--- src/core/apc_pkg.sv ---
// Purpose: Shared constants for the first-loop analog configuration bank.
// Assumes: 8-bit registers, one per 32-bit Wishbone word, index = adr/4.
// Notes: Reset values are built from the per-field values below.
package apc_pkg;
	localparam int APC_IDX_W = 10;
	localparam int APC_REG_W = 8;
	// Register indices; the byte address is four times the index.
	localparam logic [9:0] APC_IDX_PUMP_FILTER = 10'h0AC;
	localparam logic [9:0] APC_IDX_LOCK_MODE = 10'h0AD;
	localparam logic [9:0] APC_IDX_OSC1_LOCK = 10'h0AE;
	localparam logic [9:0] APC_IDX_OSC2_LOCK = 10'h0AF;
	localparam logic [9:0] APC_IDX_STATUS = 10'h0C0;
	// Field positions.
	localparam int APC_PUMP_LSB = 5;
	localparam int APC_RES_LSB = 3;
	localparam int APC_CAP_LSB = 1;
	localparam int APC_POLE_BIT = 0;
	localparam int APC_SYNTH_BIT = 3;
	localparam int APC_LCNT_BIT = 1;
	localparam int APC_OVR_BIT = 0;
	localparam int APC_OSC_SEL_BIT = 5;
	localparam int APC_CODE_LSB = 0;
	localparam int APC_ST_RSVD_BIT = 0;
	localparam int APC_ST_SYNTH_BIT = 1;
	localparam int APC_ST_MANUAL_BIT = 2;
	localparam int APC_ST_OSC1_BIT = 3;
	localparam int APC_ST_MODE_BIT = 4;
	// Field reset values.
	localparam logic [2:0] APC_PUMP_RST = 3'h4;
	localparam logic [1:0] APC_RES_RST = 2'h1;
	localparam logic [1:0] APC_CAP_RST = 2'h1;
	localparam logic APC_POLE_RST = 1'h1;
	localparam logic APC_SYNTH_RST = 1'h0;
	localparam logic APC_LCNT_RST = 1'h1;
	localparam logic APC_OVR_RST = 1'h0;
	localparam logic APC_OSC_SEL_RST = 1'h1;
	localparam logic [4:0] APC_CODE1_RST = 5'h0B;
	localparam logic [4:0] APC_CODE2_RST = 5'h00;
	// Whole-register reset values and writable-bit masks.
	localparam logic [7:0] APC_REG0_RST =
		{APC_PUMP_RST, APC_RES_RST, APC_CAP_RST, APC_POLE_RST};
	localparam logic [7:0] APC_REG1_RST =
		{4'h0, APC_SYNTH_RST, 1'h0, APC_LCNT_RST, APC_OVR_RST};
	localparam logic [7:0] APC_REG2_RST =
		{2'h0, APC_OSC_SEL_RST, APC_CODE1_RST};
	localparam logic [7:0] APC_REG3_RST = {3'h0, APC_CODE2_RST};
	localparam logic [7:0] APC_REG0_MASK = 8'hFF;
	localparam logic [7:0] APC_REG1_MASK = 8'h0B;
	localparam logic [7:0] APC_REG2_MASK = 8'h3F;
	localparam logic [7:0] APC_REG3_MASK = 8'h1F;
	// Analog values selected by the codes.
	localparam logic [9:0] APC_PUMP_STEP_UA = 10'h06E;
	localparam logic [10:0] APC_RES_330_OHM = 11'h14A;
	localparam logic [10:0] APC_RES_640_OHM = 11'h280;
	localparam logic [10:0] APC_RES_1200_OHM = 11'h4B0;
	localparam logic [10:0] APC_RES_1790_OHM = 11'h6FE;
	localparam logic [7:0] APC_CAP_40_PF = 8'h28;
	localparam logic [7:0] APC_CAP_80_PF = 8'h50;
	localparam logic [7:0] APC_CAP_140_PF = 8'h8C;
	localparam logic [7:0] APC_CAP_200_PF = 8'hC8;
	localparam logic [10:0] APC_POST_497_OHM = 11'h1F1;
	localparam logic [10:0] APC_POST_1580_OHM = 11'h62C;
	localparam logic [7:0] APC_POST_CAP_PF = APC_CAP_40_PF;
endpackage : apc_pkg

--- src/core/apc_reg_if.sv ---
// Purpose: Carries decoded register accesses from the bus slave to the bank.
// Assumes: One clock; wr is a one-cycle pulse.
// Notes: rdata is combinational from the bank for the presented index.
`timescale 1ns/1ns
interface apc_reg_if;
	logic wr;
	logic [9:0] idx;
	logic [7:0] wdata;
	logic [7:0] rdata;
	modport bus (output wr, output idx, output wdata, input rdata);
	modport bank (input wr, input idx, input wdata, output rdata);
endinterface : apc_reg_if

--- src/core/apc_byte_reg.sv ---
// Purpose: One 8-bit configuration register with a writable-bit mask.
// Assumes: Asynchronous active-low reset to RST_VAL.
// Notes: Bits outside WMASK stay zero whatever software writes.
`timescale 1ns/1ns
module apc_byte_reg #(
	parameter logic [7:0] RST_VAL = 8'h00,
	parameter logic [7:0] WMASK = 8'hFF
) (
	input wire logic clk_sys,
	input wire logic rst_n,
	input wire logic wr_en,
	input wire logic [7:0] wdata,
	output logic [7:0] q
);
	logic [7:0] q_nxt;

	// Reserved positions never store, so they read back as zero.
	assign q_nxt = wr_en ? (wdata & WMASK) : q;

	// The register keeps its value until the next write.
	always_ff @(posedge clk_sys or negedge rst_n)
	begin
		if (!rst_n)
			q <= RST_VAL & WMASK;
		else
			q <= q_nxt;
	end
endmodule : apc_byte_reg

--- src/core/apc_cfg_bank.sv ---
// Purpose: Configuration bank of the first loop's analog section.
// Assumes: Registers reached over classic Wishbone on clk_sys.
// Notes: Outputs are static levels held until software rewrites them.
// Notes on behaviour
// - A 3-bit pump current code resets to 100 and picks 110 uA per step.
// - A 2-bit series resistor code resets to 01 and picks 330 to 1790 ohm.
// - A 2-bit parallel capacitor code resets to 01 and picks 40 to 200 pF.
// - A second pole bit resets to 1 and picks the 497 or 1580 ohm post.
// - A lock count bit resets to 1; 0 means 1 ppm and 1 means 16 ppm.
// - A lock override bit resets to 0; 1 selects manual lock operation.
// - An oscillator select bit resets to 1; 1 is the first oscillator.
// - The first oscillator lock code resets to 01011, used only in manual.
// - The second oscillator lock code resets to 0, used only in manual.
// - A synthesizer mode bit resets to 0; 1 runs from the crystal alone.
// - Reserved bits are written as zero and their read value is undefined; here they never store and read back as zero.
`timescale 1ns/1ns
module apc_cfg_bank #(
	parameter logic [1:0] FREERUN_STATE = 2'h3
) (
	input wire logic clk_sys,
	input wire logic rst_n,
	input wire logic wb_cyc_i,
	input wire logic wb_stb_i,
	input wire logic wb_we_i,
	input wire logic [11:0] wb_adr_i,
	input wire logic [3:0] wb_sel_i,
	input wire logic [31:0] wb_dat_i,
	output logic [31:0] wb_dat_o,
	output logic wb_ack_o,
	input wire logic [1:0] digital_loop_state_field,
	output logic [2:0] pump_current_code,
	output logic [1:0] series_resistor_select,
	output logic [1:0] parallel_capacitor_select,
	output logic second_pole_select,
	output logic lock_count_precision,
	output logic lock_override,
	output logic manual_oscillator_select,
	output logic [4:0] first_osc_lock_code,
	output logic [4:0] second_osc_lock_code,
	output logic synthesizer_only_mode,
	output logic [9:0] pump_current_ua,
	output logic [10:0] series_resistor_ohm,
	output logic [7:0] parallel_capacitor_pf,
	output logic [10:0] post_resistor_ohm,
	output logic [7:0] post_capacitor_pf,
	output logic first_oscillator_manual_en,
	output logic second_oscillator_manual_en,
	output logic [4:0] applied_lock_code
);
	localparam int NREG = 4;
	localparam logic [NREG-1:0][9:0] REG_IDX = {
		apc_pkg::APC_IDX_OSC2_LOCK, apc_pkg::APC_IDX_OSC1_LOCK,
		apc_pkg::APC_IDX_LOCK_MODE, apc_pkg::APC_IDX_PUMP_FILTER};
	localparam logic [NREG-1:0][7:0] REG_RST = {
		apc_pkg::APC_REG3_RST, apc_pkg::APC_REG2_RST,
		apc_pkg::APC_REG1_RST, apc_pkg::APC_REG0_RST};
	localparam logic [NREG-1:0][7:0] REG_MASK = {
		apc_pkg::APC_REG3_MASK, apc_pkg::APC_REG2_MASK,
		apc_pkg::APC_REG1_MASK, apc_pkg::APC_REG0_MASK};

	apc_reg_if rif ();

	logic [NREG-1:0][7:0] reg_q;
	logic [NREG-1:0] reg_hit;
	logic [NREG-1:0] reg_wr;
	logic [7:0] cfg_rdata;
	logic status_hit;
	logic [7:0] status_rd;
	logic rsvd_seen_r;
	logic rsvd_seen_nxt;
	logic synth_warn_r;
	logic synth_warn_nxt;
	logic rsvd_set;
	logic synth_set;
	logic status_wr;
	logic [2:0] pump_code;
	logic [1:0] res_code;
	logic [1:0] cap_code;
	logic pole_bit;
	logic lcnt_bit;
	logic ovr_bit;
	logic osc_sel_bit;
	logic synth_bit;
	logic [4:0] code1;
	logic [4:0] code2;
	logic [9:0] pump_steps;
	logic [9:0] pump_ua_nxt;
	logic [10:0] res_ohm_nxt;
	logic [7:0] cap_pf_nxt;
	logic [10:0] post_ohm_nxt;
	logic osc1_en_nxt;
	logic osc2_en_nxt;
	logic [4:0] lock_code_nxt;

	// Bus slave: decodes Wishbone cycles into single-cycle bank accesses.
	apc_wb_slave u_wb (
		.clk_sys(clk_sys),
		.rst_n(rst_n),
		.wb_cyc_i(wb_cyc_i),
		.wb_stb_i(wb_stb_i),
		.wb_we_i(wb_we_i),
		.wb_adr_i(wb_adr_i),
		.wb_sel_i(wb_sel_i),
		.wb_dat_i(wb_dat_i),
		.wb_dat_o(wb_dat_o),
		.wb_ack_o(wb_ack_o),
		.rif(rif.bus)
	);

	// One masked byte register per configuration word.
	for (genvar g = 0; g < NREG; g++)
	begin : g_reg
		assign reg_hit[g] = (rif.idx == REG_IDX[g]);
		assign reg_wr[g] = rif.wr & reg_hit[g];
		apc_byte_reg #(
			.RST_VAL(REG_RST[g]),
			.WMASK(REG_MASK[g])
		) u_reg (
			.clk_sys(clk_sys),
			.rst_n(rst_n),
			.wr_en(reg_wr[g]),
			.wdata(rif.wdata),
			.q(reg_q[g])
		);
	end

	// Read mux; an unmapped index answers zero and ignores writes.
	assign status_hit = (rif.idx == apc_pkg::APC_IDX_STATUS);
	assign cfg_rdata = reg_hit[0] ? reg_q[0] :
		reg_hit[1] ? reg_q[1] :
		reg_hit[2] ? reg_q[2] :
		reg_hit[3] ? reg_q[3] : 8'h00;
	assign rif.rdata = status_hit ? status_rd : cfg_rdata;

	// Field extraction from the stored words.
	assign pump_code = reg_q[0][apc_pkg::APC_PUMP_LSB +: 3];
	assign res_code = reg_q[0][apc_pkg::APC_RES_LSB +: 2];
	assign cap_code = reg_q[0][apc_pkg::APC_CAP_LSB +: 2];
	assign pole_bit = reg_q[0][apc_pkg::APC_POLE_BIT];
	assign synth_bit = reg_q[1][apc_pkg::APC_SYNTH_BIT];
	assign lcnt_bit = reg_q[1][apc_pkg::APC_LCNT_BIT];
	assign ovr_bit = reg_q[1][apc_pkg::APC_OVR_BIT];
	assign osc_sel_bit = reg_q[2][apc_pkg::APC_OSC_SEL_BIT];
	assign code1 = reg_q[2][apc_pkg::APC_CODE_LSB +: 5];
	assign code2 = reg_q[3][apc_pkg::APC_CODE_LSB +: 5];

	// Raw fields go straight out; they already come from flip-flops.
	assign pump_current_code = pump_code;
	assign series_resistor_select = res_code;
	assign parallel_capacitor_select = cap_code;
	assign second_pole_select = pole_bit;
	assign lock_count_precision = lcnt_bit;
	assign lock_override = ovr_bit;
	assign manual_oscillator_select = osc_sel_bit;
	assign first_osc_lock_code = code1;
	assign second_osc_lock_code = code2;
	assign synthesizer_only_mode = synth_bit;

	// Pump current is code plus one times the step, 110 uA to 880 uA.
	assign pump_steps = {7'h00, pump_code} + 10'h001;
	assign pump_ua_nxt = 10'(pump_steps * apc_pkg::APC_PUMP_STEP_UA);

	// Series resistor and parallel capacitor lookups, in code order.
	assign res_ohm_nxt = (res_code == 2'h0) ? apc_pkg::APC_RES_330_OHM :
		(res_code == 2'h1) ? apc_pkg::APC_RES_640_OHM :
		(res_code == 2'h2) ? apc_pkg::APC_RES_1200_OHM :
		apc_pkg::APC_RES_1790_OHM;
	assign cap_pf_nxt = (cap_code == 2'h0) ? apc_pkg::APC_CAP_40_PF :
		(cap_code == 2'h1) ? apc_pkg::APC_CAP_80_PF :
		(cap_code == 2'h2) ? apc_pkg::APC_CAP_140_PF :
		apc_pkg::APC_CAP_200_PF;

	// The post capacitor is fixed; only the post resistor follows the bit.
	assign post_ohm_nxt = pole_bit ? apc_pkg::APC_POST_1580_OHM :
		apc_pkg::APC_POST_497_OHM;

	// Manual lock: oscillator choice and code apply only under override.
	// In automatic mode the digital loop owns the code, so we present zero.
	assign osc1_en_nxt = ovr_bit & osc_sel_bit;
	assign osc2_en_nxt = ovr_bit & ~osc_sel_bit;
	assign lock_code_nxt = !ovr_bit ? 5'h00 :
		osc_sel_bit ? code1 : code2;

	// Decoded analog values are registered so they change glitch-free.
	always_ff @(posedge clk_sys or negedge rst_n)
	begin
		if (!rst_n)
		begin
			pump_current_ua <= 10'h000;
			series_resistor_ohm <= 11'h000;
			parallel_capacitor_pf <= 8'h00;
			post_resistor_ohm <= 11'h000;
			post_capacitor_pf <= 8'h00;
		end
		else
		begin
			pump_current_ua <= pump_ua_nxt;
			series_resistor_ohm <= res_ohm_nxt;
			parallel_capacitor_pf <= cap_pf_nxt;
			post_resistor_ohm <= post_ohm_nxt;
			post_capacitor_pf <= apc_pkg::APC_POST_CAP_PF;
		end
	end

	// Manual lock outputs, registered like the analog values.
	always_ff @(posedge clk_sys or negedge rst_n)
	begin
		if (!rst_n)
		begin
			first_oscillator_manual_en <= 1'b0;
			second_oscillator_manual_en <= 1'b0;
			applied_lock_code <= 5'h00;
		end
		else
		begin
			first_oscillator_manual_en <= osc1_en_nxt;
			second_oscillator_manual_en <= osc2_en_nxt;
			applied_lock_code <= lock_code_nxt;
		end
	end

	// Sticky warnings. A write with reserved bits set is flagged, and so is
	// synth mode left on while the digital loop is not forced to free-run.
	// The state input is on clk_sys already, so it needs no synchroniser.
	assign rsvd_set = |(reg_wr[0] ? (rif.wdata & ~REG_MASK[0]) : 8'h00) |
		|(reg_wr[1] ? (rif.wdata & ~REG_MASK[1]) : 8'h00) |
		|(reg_wr[2] ? (rif.wdata & ~REG_MASK[2]) : 8'h00) |
		|(reg_wr[3] ? (rif.wdata & ~REG_MASK[3]) : 8'h00);
	assign synth_set = synth_bit &
		(digital_loop_state_field != FREERUN_STATE);
	assign status_wr = rif.wr & status_hit;

	// Write one to clear; a new event in the same cycle wins.
	assign rsvd_seen_nxt = rsvd_set | (rsvd_seen_r &
		~(status_wr & rif.wdata[apc_pkg::APC_ST_RSVD_BIT]));
	assign synth_warn_nxt = synth_set | (synth_warn_r &
		~(status_wr & rif.wdata[apc_pkg::APC_ST_SYNTH_BIT]));

	always_ff @(posedge clk_sys or negedge rst_n)
	begin
		if (!rst_n)
		begin
			rsvd_seen_r <= 1'b0;
			synth_warn_r <= 1'b0;
		end
		else
		begin
			rsvd_seen_r <= rsvd_seen_nxt;
			synth_warn_r <= synth_warn_nxt;
		end
	end

	// Status word: sticky flags below, live mode state above.
	always_comb
	begin
		status_rd = 8'h00;
		status_rd[apc_pkg::APC_ST_RSVD_BIT] = rsvd_seen_r;
		status_rd[apc_pkg::APC_ST_SYNTH_BIT] = synth_warn_r;
		status_rd[apc_pkg::APC_ST_MANUAL_BIT] = ovr_bit;
		status_rd[apc_pkg::APC_ST_OSC1_BIT] = first_oscillator_manual_en;
		status_rd[apc_pkg::APC_ST_MODE_BIT] = synth_bit;
	end
endmodule : apc_cfg_bank

--- src/core/apc_wb_slave.sv ---
// Purpose: Classic Wishbone slave that turns bus cycles into bank accesses.
// Assumes: 32-bit data, byte lane 0 carries the 8-bit registers.
// Notes: Ack comes one cycle after the request; writes land on the ack edge.
`timescale 1ns/1ns
module apc_wb_slave (
	input wire logic clk_sys,
	input wire logic rst_n,
	input wire logic wb_cyc_i,
	input wire logic wb_stb_i,
	input wire logic wb_we_i,
	input wire logic [11:0] wb_adr_i,
	input wire logic [3:0] wb_sel_i,
	input wire logic [31:0] wb_dat_i,
	output logic [31:0] wb_dat_o,
	output logic wb_ack_o,
	apc_reg_if.bus rif
);
	logic req;
	logic ack_nxt;
	logic [31:0] dat_nxt;

	// A request is new while ack has not yet been given for it.
	assign req = wb_cyc_i & wb_stb_i;
	assign ack_nxt = req & ~wb_ack_o;
	assign dat_nxt = ack_nxt ? {24'h000000, rif.rdata} : wb_dat_o;

	// The write fires at the edge where the master samples ack high.
	assign rif.wr = req & wb_we_i & wb_ack_o & wb_sel_i[0];
	assign rif.idx = wb_adr_i[11:2];
	assign rif.wdata = wb_dat_i[7:0];

	// Ack lasts one cycle so that a held request is answered only once.
	always_ff @(posedge clk_sys or negedge rst_n)
	begin
		if (!rst_n)
		begin
			wb_ack_o <= 1'b0;
			wb_dat_o <= 32'h00000000;
		end
		else
		begin
			wb_ack_o <= ack_nxt;
			wb_dat_o <= dat_nxt;
		end
	end
endmodule : apc_wb_slave
--- config.mk ---
export PLATFORM = sky130hd
export DESIGN_NAME = apc_cfg_bank
export DESIGN_NICKNAME = d
export VERILOG_FILES = /design/src/core/apc_pkg.sv /design/src/core/apc_reg_if.sv /design/src/core/apc_byte_reg.sv /design/src/core/apc_cfg_bank.sv /design/src/core/apc_wb_slave.sv
export SDC_FILE = /design/constraint.sdc
export NUM_CORES = 1
export LEC_CHECK = 0
export ABC_AREA = 1
export BUFFER_PORTS_ARGS = -buffer_cell sky130_fd_sc_hd__buf_2
export CORE_AREA = 2 2 90 92
export DETAILED_ROUTE_END_ITERATION = 7
export DIE_AREA = 0 0 92 94
export PLACE_DENSITY = 0.86
export SYNTH_ARGS = -nofsm -noshare
export SYNTH_HDL_FRONTEND = slang
export SYNTH_SLANG_ARGS = --single-unit
--- constraint.sdc ---
create_clock -name clk_sys -period 3.7 [get_ports clk_sys]
set_clock_uncertainty 0.1 [all_clocks]
set_input_delay 0.185 -clock clk_sys [delete_from_list [all_inputs] [get_ports clk_sys]]
set_output_delay 0.185 -clock clk_sys [all_outputs]
set_load 0.03 [all_outputs]
==> qor.txt, run 1 <==
CLOCK NETWORK
-----------------------------------------------------------------------------------------------
Clock insertion delay at the later pin of the skew report ........................      0.34 ns
Clock input transition at the sequential cells of the worst setup and hold paths .      0.06 ns
Number of gates resized after CTS ................................................            0
Setup repair bufs after CTS ......................................................            0
Number of hold-repair buffers added at the cts stage .............................            6
CTS tree .........................................................................         done
TritonCTS Buffers ................................................................            9
H-tree levels ....................................................................            3
Max Root-Sink Buffers ............................................................            2
Clock root buffer ................................................................ sky130_fd_sc_hd__clkbuf_8
Clock Sink Count .................................................................           64

FINAL LAYOUT
-----------------------------------------------------------------------------------------------
Final layout net count ...........................................................          527
Layout cells sized above 1 .......................................................        30.8%
Area Overhead vs Synth ...........................................................        19.1%
ANT cells ........................................................................            0

STA
-----------------------------------------------------------------------------------------------
Post-route setup TNS .............................................................         0 ns
Max Freq .........................................................................    0.304 GHz
Post-route fraction of the period consumed by the critical path ..................        89.0%
Final number of max-transition violations ........................................            0
Post-layout worst setup margin ...................................................     0.407 ns
Clock period minus final worst setup slack .......................................      3.29 ns
Hold Fails Final Rpt .............................................................            0
Unrepaired setup endpoints after global routing ..................................        false
Transition time of the tightest slew-check pin ...................................      1.06 ns
Total setup violations reported at the end of the flow ...........................            0
Relative slew slack ..............................................................        29.6%

POWER
-----------------------------------------------------------------------------------------------
Maximum ir drop on the vdd rail ..................................................   0.000138 V
Power per cell area ..............................................................   373 mW/mm²
Lkg Pwr ..........................................................................   0.00216 µW
Final Power ......................................................................      1500 µW

PLACE
-----------------------------------------------------------------------------------------------
Port Buffers .....................................................................          100
GP Congestion ....................................................................        0.925
Pre-CTS setup slack ..............................................................     0.488 ns
HPWL Detailed ....................................................................      5790 µm

WORST SETUP PATH
-----------------------------------------------------------------------------------------------
Data arrival time of the worst path ..............................................      3.41 ns
CP Class .........................................................................   reg -> reg
Stage delay of the slowest cell on the critical path .............................      0.49 ns
CP Cell Sequence ................................................................. ha_1 -> xnor2_1 -> ha_1 -> inv_1 -> ha_1 -> o21bai_1 -> fa_1 -> ha_1 -> nand3_1 -> nand2_1 -> a21oi_1 -> o21bai_1 -> xnor2_1
Cell type of the slowest stage on the worst timing path .......................... sky130_fd_sc_hd__dfrtp_1
Crit start category ..............................................................     register
Data required time at the worst endpoint .........................................      3.82 ns
Cell repeated most along the worst path .......................................... sky130_fd_sc_hd__ha_1
Largest fanout on the critical path ..............................................            7
Kind of end point of the critical path ...........................................     register

GRT
-----------------------------------------------------------------------------------------------
Pin count of the biggest net entering global routing .............................           51
Antenna violations before repair .................................................            0
GR Util All Layers ...............................................................        18.2%
Number of global-route vias before repair ........................................        2,527
Global route overflow ............................................................            0
Global-route wire length before repair ...........................................    12,200 µm

YOSYS
-----------------------------------------------------------------------------------------------
Yosys warning total ..............................................................            0
Number of cells produced by synthesis ............................................          354
Number of flip-flops and latches in the synthesized netlist ......................           64
Leading area contributor after synthesis ......................................... sky130_fd_sc_hd__dfrtp_1
Most common cell in the netlist .................................................. sky130_fd_sc_hd__dfrtp_1
Share of Yosys cell area claimed by the top area cell type .......................        40.7%
Syn Std Cell Area ................................................................  0.00339 mm²
Top flip-flop cell by instance count after synthesis ............................. sky130_fd_sc_hd__dfrtp_1
Sequential-to-total area share from yosys stat ...................................        47.6%
Post-synth EDFFs .................................................................            0
Leading post-synthesis cells by cell area ........................................ sky130_fd_sc_hd__dfrtp_1, sky130_fd_sc_hd__buf_4, sky130_fd_sc_hd__ha_1
Netlist cell types ...............................................................           33
Post-synth top cells ............................................................. sky130_fd_sc_hd__dfrtp_1, sky130_fd_sc_hd__nand2_1, sky130_fd_sc_hd__buf_4, sky130_fd_sc_hd__inv_1, sky130_fd_sc_hd__nand4_1
Share of async-settable or async-resettable flops after synthesis ................         100%
Post-Synthesis Mean Instance Area ................................................     9.56 µm²

FLOORPLANNING
-----------------------------------------------------------------------------------------------
Floorplan die area ...............................................................  0.00865 mm²
Initial Util .....................................................................        44.5%
Die X ............................................................................        92 µm
Number of placement rows .........................................................           32
Height of the die ................................................................        94 µm
Core footprint ...................................................................  0.00761 mm²
Boundary pin count ...............................................................          165

DETAILED ROUTING
-----------------------------------------------------------------------------------------------
Routed via count .................................................................        2,721
Count of unresolved DRC violations after routing .................................            0
Via count normalized by instance count ...........................................         4.89
Final WL .........................................................................      7730 µm
Average wire per standard cell ...................................................      13.9 µm
TritonRoute pass-1 iters .........................................................            4
Drt initial violations ...........................................................          137
Number of nets still failing antenna checks after routing ........................            0

JOB
-----------------------------------------------------------------------------------------------
# Max-Cap Violations .............................................................            0

RUN STATUS
-----------------------------------------------------------------------------------------------
Status ........................................................................... complete, no violations

WORST HOLD PATH
-----------------------------------------------------------------------------------------------
Hold/Removal Path Class ..........................................................    in -> reg

==> cell usage in the layout, fill, tap and decap left out, types with 2 or more instances in the layout <==
cell type and instances:
sky130_fd_sc_hd__nor2_2 3, sky130_fd_sc_hd__xor2_1 4, sky130_fd_sc_hd__a21oi_1 3, sky130_fd_sc_hd__nand2_2 3, sky130_fd_sc_hd__dfstp_2 9, sky130_fd_sc_hd__inv_1 34
sky130_fd_sc_hd__buf_4 2, sky130_fd_sc_hd__or2_2 2, sky130_fd_sc_hd__buf_2 100, sky130_fd_sc_hd__nand3_1 19, sky130_fd_sc_hd__o21ai_1 5, sky130_fd_sc_hd__nand4_1 24
sky130_fd_sc_hd__clkbuf_8 11, sky130_fd_sc_hd__dlygate4sd3_1 6, sky130_fd_sc_hd__xnor2_1 3, sky130_fd_sc_hd__clkbuf_1 2, sky130_fd_sc_hd__o31ai_1 2, sky130_fd_sc_hd__conb_1 36
sky130_fd_sc_hd__a22o_1 5, sky130_fd_sc_hd__bufinv_16 2, sky130_fd_sc_hd__nor2_1 22, sky130_fd_sc_hd__fa_1 2, sky130_fd_sc_hd__dfrtp_1 55, sky130_fd_sc_hd__o21ai_2 2
sky130_fd_sc_hd__nand2_1 52, sky130_fd_sc_hd__nor3_4 2, sky130_fd_sc_hd__o21ai_0 16, sky130_fd_sc_hd__ha_1 20, sky130_fd_sc_hd__o21bai_1 2
==> sequential cells by signal, indices dropped and copies added (netlist names) <==
register / flops
applied_lock_code: 5
first_oscillator_manual_en: 1
g.u_reg.q: 22
parallel_capacitor_pf: 6
post_resistor_ohm: 3
pump_current_ua: 9
rsvd_seen_r: 1
second_oscillator_manual_en: 1
series_resistor_ohm: 6
synth_warn_r: 1
u_wb.wb_ack_o: 1
u_wb.wb_dat_o: 8
==> kinds of logic (layout without fill, tap and decap cells) <==
family | count (synthesis) | in the layout | synth area share (%)
AOI/OAI and AO/OA | 36 | 36 | 6.47
and+or+nand+nor | 131 | 131 | 19.1
adders and majority gates | 22 | 22 | 8.57
other | 2 | 36 | 0.222
xor gates and xnor gates | 7 | 7 | 1.81
muxes | 1 | 1 | 0.333
buffers and inverters | 91 | 158 | 15.8
DFF | 64 | 64 | 47.6
==> path summary, 6_finish.rpt <==
| kind | end | slack (ns) | cells after the start | start |
|---|---|---|---|---|
| min reg2reg | post_resistor_ohm[9] | 0.33 | 0 | g_reg[0].u_reg.q[0] |
| min | g_reg[0].u_reg.q[5] | 0.02 | 3 | wb_dat_i[5] |
| max in group asynchronous | g_reg[2].u_reg.q[1] | 2.16 | 3 | rst_n |
| min in group asynchronous | series_resistor_ohm[6] | 0.48 | 2 | rst_n |
| max | pump_current_ua[9] | 0.41 | 13 | g_reg[0].u_reg.q[5] |
| max reg2reg | pump_current_ua[9] | 0.41 | 13 | g_reg[0].u_reg.q[5] |
==> worst max-delay path, delay by kind of cell, from the launching register on <==
family / cells / cell delay, ns
buffers and inverters: 1 / 0.13
AO/OA/AOI/OAI: 3 / 0.35
AND/OR/NAND/NOR: 2 / 0.18
flip-flops: 1 / 0.49
adder cells (fa/ha/maj): 5 / 1.53
XOR/XNOR: 2 / 0.39
==> metal layers <==
metal / vias to the layer above / GRT usage [%] / share of wire (%)
met3: 15 / 4.09 / 7.8
met5: - / 0 / 0
met2: 146 / 30.0 / 49
li1: 1270 / - / -
met1: 1290 / 23.0 / 41
met4: 0 / 8.21 / 1.9
==> per-stage QoR <==
stage	hold slack (ns)	util (%)	std cells	instance area, µm²
CTS	0.0116	53.0	557	4030
detailed placement	0.315	49.3	535	3750
finish	0.0182	53.0	557	4030
global placement	0.306	49.3	535	3750
global route	0.0250	53.0	557	4030
floorplan	-0.211	-	388	3510
==> layout make-up <==
cell class	instances	area, µm²
Timing Repair Buffer	108	576
Fill cell	711	3570
Tap cell	102	128
Clock buffer	13	159
Clock inverter	3	65.1
Inverter	34	128
Sequential cell	64	1610
Multi-Input combinational cell	233	1370
==> power breakdown <==
part,internal (µW),total (µW),switching (µW)
Sequential,703,704,1.55
Combinational,23.7,125,102
Clock,416,673,257
Note: power is estimated with default switching activity, not from simulation.
==> run 2, diff against run 1 <==
- REMOVE_ABC_BUFFERS: unset -> 1
==> run 2 against run 1 <==
Cell count rose by 0.36%. Worst hold slack worse by 0.0017 ns. Core utilization is 0.20 points lower. First-iteration DRC count rose by 4.4%. Combinational power is essentially flat. Register-to-register slack better by 0.08 ns. Via count is 2.0% lower. Cell area shrank 0.37%. Clock power is 12% lower. Critical path type unchanged.
==> qor.txt, run 2 (synthesis gave the netlist of run 1 again) <==
FINAL LAYOUT
-----------------------------------------------------------------------------------------------
Biggest registers after layout ................................................... g.u_reg.q x22, pump_current_ua x9, u_wb.wb_dat_o x8
ANT cells ........................................................................            0
Multi-input combinational cell area ..............................................  0.00137 mm²
Area Overhead vs Synth ...........................................................        18.7%
Number of fill cells .............................................................          718
Layout cells sized above 1 .......................................................        30.6%
Commonest cells after routing, fill and taps aside ............................... sky130_fd_sc_hd__buf_2, sky130_fd_sc_hd__dfrtp_1, sky130_fd_sc_hd__nand2_1
Most common cell after layout, fill and taps aside ............................... sky130_fd_sc_hd__buf_2
Number of flip-flops under the largest register name .............................           22
Final std cell area, no fill .....................................................  0.00402 mm²
Final layout net count ...........................................................          529
Register ranked first by flip-flop count .........................................    g.u_reg.q
Register Area ....................................................................  0.00161 mm²

POWER
-----------------------------------------------------------------------------------------------
Internal cell power ..............................................................      1060 µW
Combinational power share ........................................................         8.9%
Power per cell area ..............................................................   353 mW/mm²
Maximum ir drop on the vdd rail ..................................................   0.000164 V
Power share of the clock group ...................................................        41.5%
Switching power as a share of total power ........................................        25.5%
Lkg Pwr ..........................................................................   0.00215 µW
Net switching power of the design ................................................       363 µW
Flop pwr share ...................................................................        49.6%

CLOCK NETWORK
-----------------------------------------------------------------------------------------------
CTS tree .........................................................................         done
Number of gates resized after CTS ................................................            0
Clock insertion delay at the later pin of the skew report ........................      0.34 ns
Clock input transition at the sequential cells of the worst setup and hold paths .      0.06 ns
Clock Sink Count .................................................................           64
H-tree levels ....................................................................            3
Clock root buffer ................................................................ sky130_fd_sc_hd__clkbuf_8
Max Root-Sink Buffers ............................................................            2
TritonCTS Buffers ................................................................            9

WORST HOLD PATH
-----------------------------------------------------------------------------------------------
Hold/Removal Path Class ..........................................................    in -> reg
Worst min-delay path endpoint .................................................... g_reg[0].u_reg.q[0]
Source of the worst hold timing path .............................................  wb_dat_i[0]
Number of cells on the worst hold path ...........................................            3

STA
-----------------------------------------------------------------------------------------------
Total setup violations reported at the end of the flow ...........................            0
Transition time of the tightest slew-check pin ...................................     0.674 ns
Clock period minus final worst setup slack .......................................      3.21 ns
Post-layout worst setup margin ...................................................     0.487 ns
Relative slew slack ..............................................................        55.1%
Max Freq .........................................................................    0.311 GHz
Hold Fails Final Rpt .............................................................            0
Unrepaired setup endpoints after global routing ..................................        false
Post-route fraction of the period consumed by the critical path ..................        86.8%
Post-route setup TNS .............................................................         0 ns
Final number of max-transition violations ........................................            0

GRT
-----------------------------------------------------------------------------------------------
GR Util All Layers ...............................................................        17.7%
Antenna violations before repair .................................................            0
Global-route wire length before repair ...........................................    11,700 µm
Number of global-route vias before repair ........................................        2,413
Pin count of the biggest net entering global routing .............................           35
Global route overflow ............................................................            0

DETAILED ROUTING
-----------------------------------------------------------------------------------------------
Number of nets still failing antenna checks after routing ........................            0
Final WL .........................................................................      7520 µm
Average wire per standard cell ...................................................      13.5 µm
Via count normalized by instance count ...........................................         4.77
Drt initial violations ...........................................................          143
Count of unresolved DRC violations after routing .................................            0
TritonRoute pass-1 iters .........................................................            5
Routed via count .................................................................        2,667

WORST SETUP PATH
-----------------------------------------------------------------------------------------------
R2R Setup Slk ....................................................................      0.49 ns
Largest fanout on the critical path ..............................................            7
Data arrival time of the worst path ..............................................      3.33 ns
Kind of end point of the critical path ...........................................     register
Source of the critical timing path ............................................... g_reg[0].u_reg.q[5]
Origin of the critical flop-to-flop path ......................................... g_reg[0].u_reg.q[5]
Data required time at the worst endpoint .........................................      3.82 ns
Critical R2R Capture ............................................................. pump_current_ua[9]
Crit start category ..............................................................     register
CP Class .........................................................................   reg -> reg
Depth of the worst register-to-register path .....................................           12

PLACE
-----------------------------------------------------------------------------------------------
Port Buffers .....................................................................          100
GP Congestion ....................................................................        0.911
Placed cell areas ................................................................  0.00376 mm²
Pre-CTS setup slack ..............................................................     0.513 ns
HPWL Detailed ....................................................................      5640 µm

FLOORPLANNING
-----------------------------------------------------------------------------------------------
Die X ............................................................................        92 µm
Number of placement rows .........................................................           32
Height of the die ................................................................        94 µm
Initial Util .....................................................................        44.5%
Boundary pin count ...............................................................          165
Floorplan die area ...............................................................  0.00865 mm²
Core footprint ...................................................................  0.00761 mm²

JOB
-----------------------------------------------------------------------------------------------
# Max-Cap Violations .............................................................            0

RUN STATUS
-----------------------------------------------------------------------------------------------
Status ........................................................................... complete, no violations

==> run 2: cell types whose count changed in the layout (fill, tap and decap cells not counted), sizes merged <==
cell and delta:
dlygate4sd3 +1, bufinv -1, clkinvlp +1, buf +1
==> run 2: final cells by class <==
| cell class | instances | share of cell area (%) |
|---|---|---|
| Sequential cell | 64 | 40.1 |
| Multi-Input combinational cell | 233 | 34.0 |
| Timing Repair Buffer | 110 | 14.8 |
| Clock buffer | 13 | 3.71 |
| Inverter | 34 | 3.18 |
| Tap cell | 102 | 3.18 |
| Clock inverter | 3 | 1.06 |
==> run 2: through the flow <==
step                utilization, %  hold WS [ns]  instances  total power, µW
finish                        52.8        0.0165        559             1420
global route                  52.8        0.0420        559             1470
global placement              49.4         0.150        536              835
CTS                           52.8       0.00746        559             1430
floorplan                        -        -0.211        331              793
detailed placement            49.4         0.159        536              837
==> run 2: routing by layer <==
layer  up-vias  wire length (µm)  track usage, %  share of wire [%]
met1      1225              3160            22.4                 42
met5         -                 0               0                  0
met2       138              3480            27.8                 46
met3        26               610            4.01                8.1
li1       1278                 -               -                  -
met4         0               270            10.3                3.6
==> run 2: power by group through the flow <==
stage	registers [µW]	clock network, µW	logic (µW)
floorplan	725	0	68.6
global placement	717	0	118
finish	704	589	126
global route	704	630	136
detailed placement	717	0	119
CTS	704	596	126
==> run 2: worst max-delay path by stage <==
stage / to / depth (start not counted)
floorplan: pump_current_ua[9] / 12
finish: pump_current_ua[9] / 12
global route: pump_current_ua[9] / 12
CTS: pump_current_ua[9] / 12
global placement: pump_current_ua[9] / 13
detailed placement: pump_current_ua[9] / 12
==> run 2: what timing repair did <==
item                       CTS  global route
setup buffers                0             0
setup endpoints to repair    0             0
hold endpoints to repair    34             0
hold buffers                 7             0
==> run 2: worst max-delay path, cell delays in order (launching register included) <==
cell and delay [ns]:
sky130_fd_sc_hd__dfrtp_1 0.51, sky130_fd_sc_hd__inv_1 0.24, sky130_fd_sc_hd__ha_1 0.42, sky130_fd_sc_hd__inv_1 0.11, sky130_fd_sc_hd__ha_1 0.33, sky130_fd_sc_hd__ha_1 0.28, sky130_fd_sc_hd__ha_1 0.21, sky130_fd_sc_hd__fa_1 0.37
sky130_fd_sc_hd__nand3_1 0.09, sky130_fd_sc_hd__nand2_1 0.08, sky130_fd_sc_hd__a21oi_1 0.15, sky130_fd_sc_hd__o21bai_1 0.09, sky130_fd_sc_hd__xnor2_1 0.12
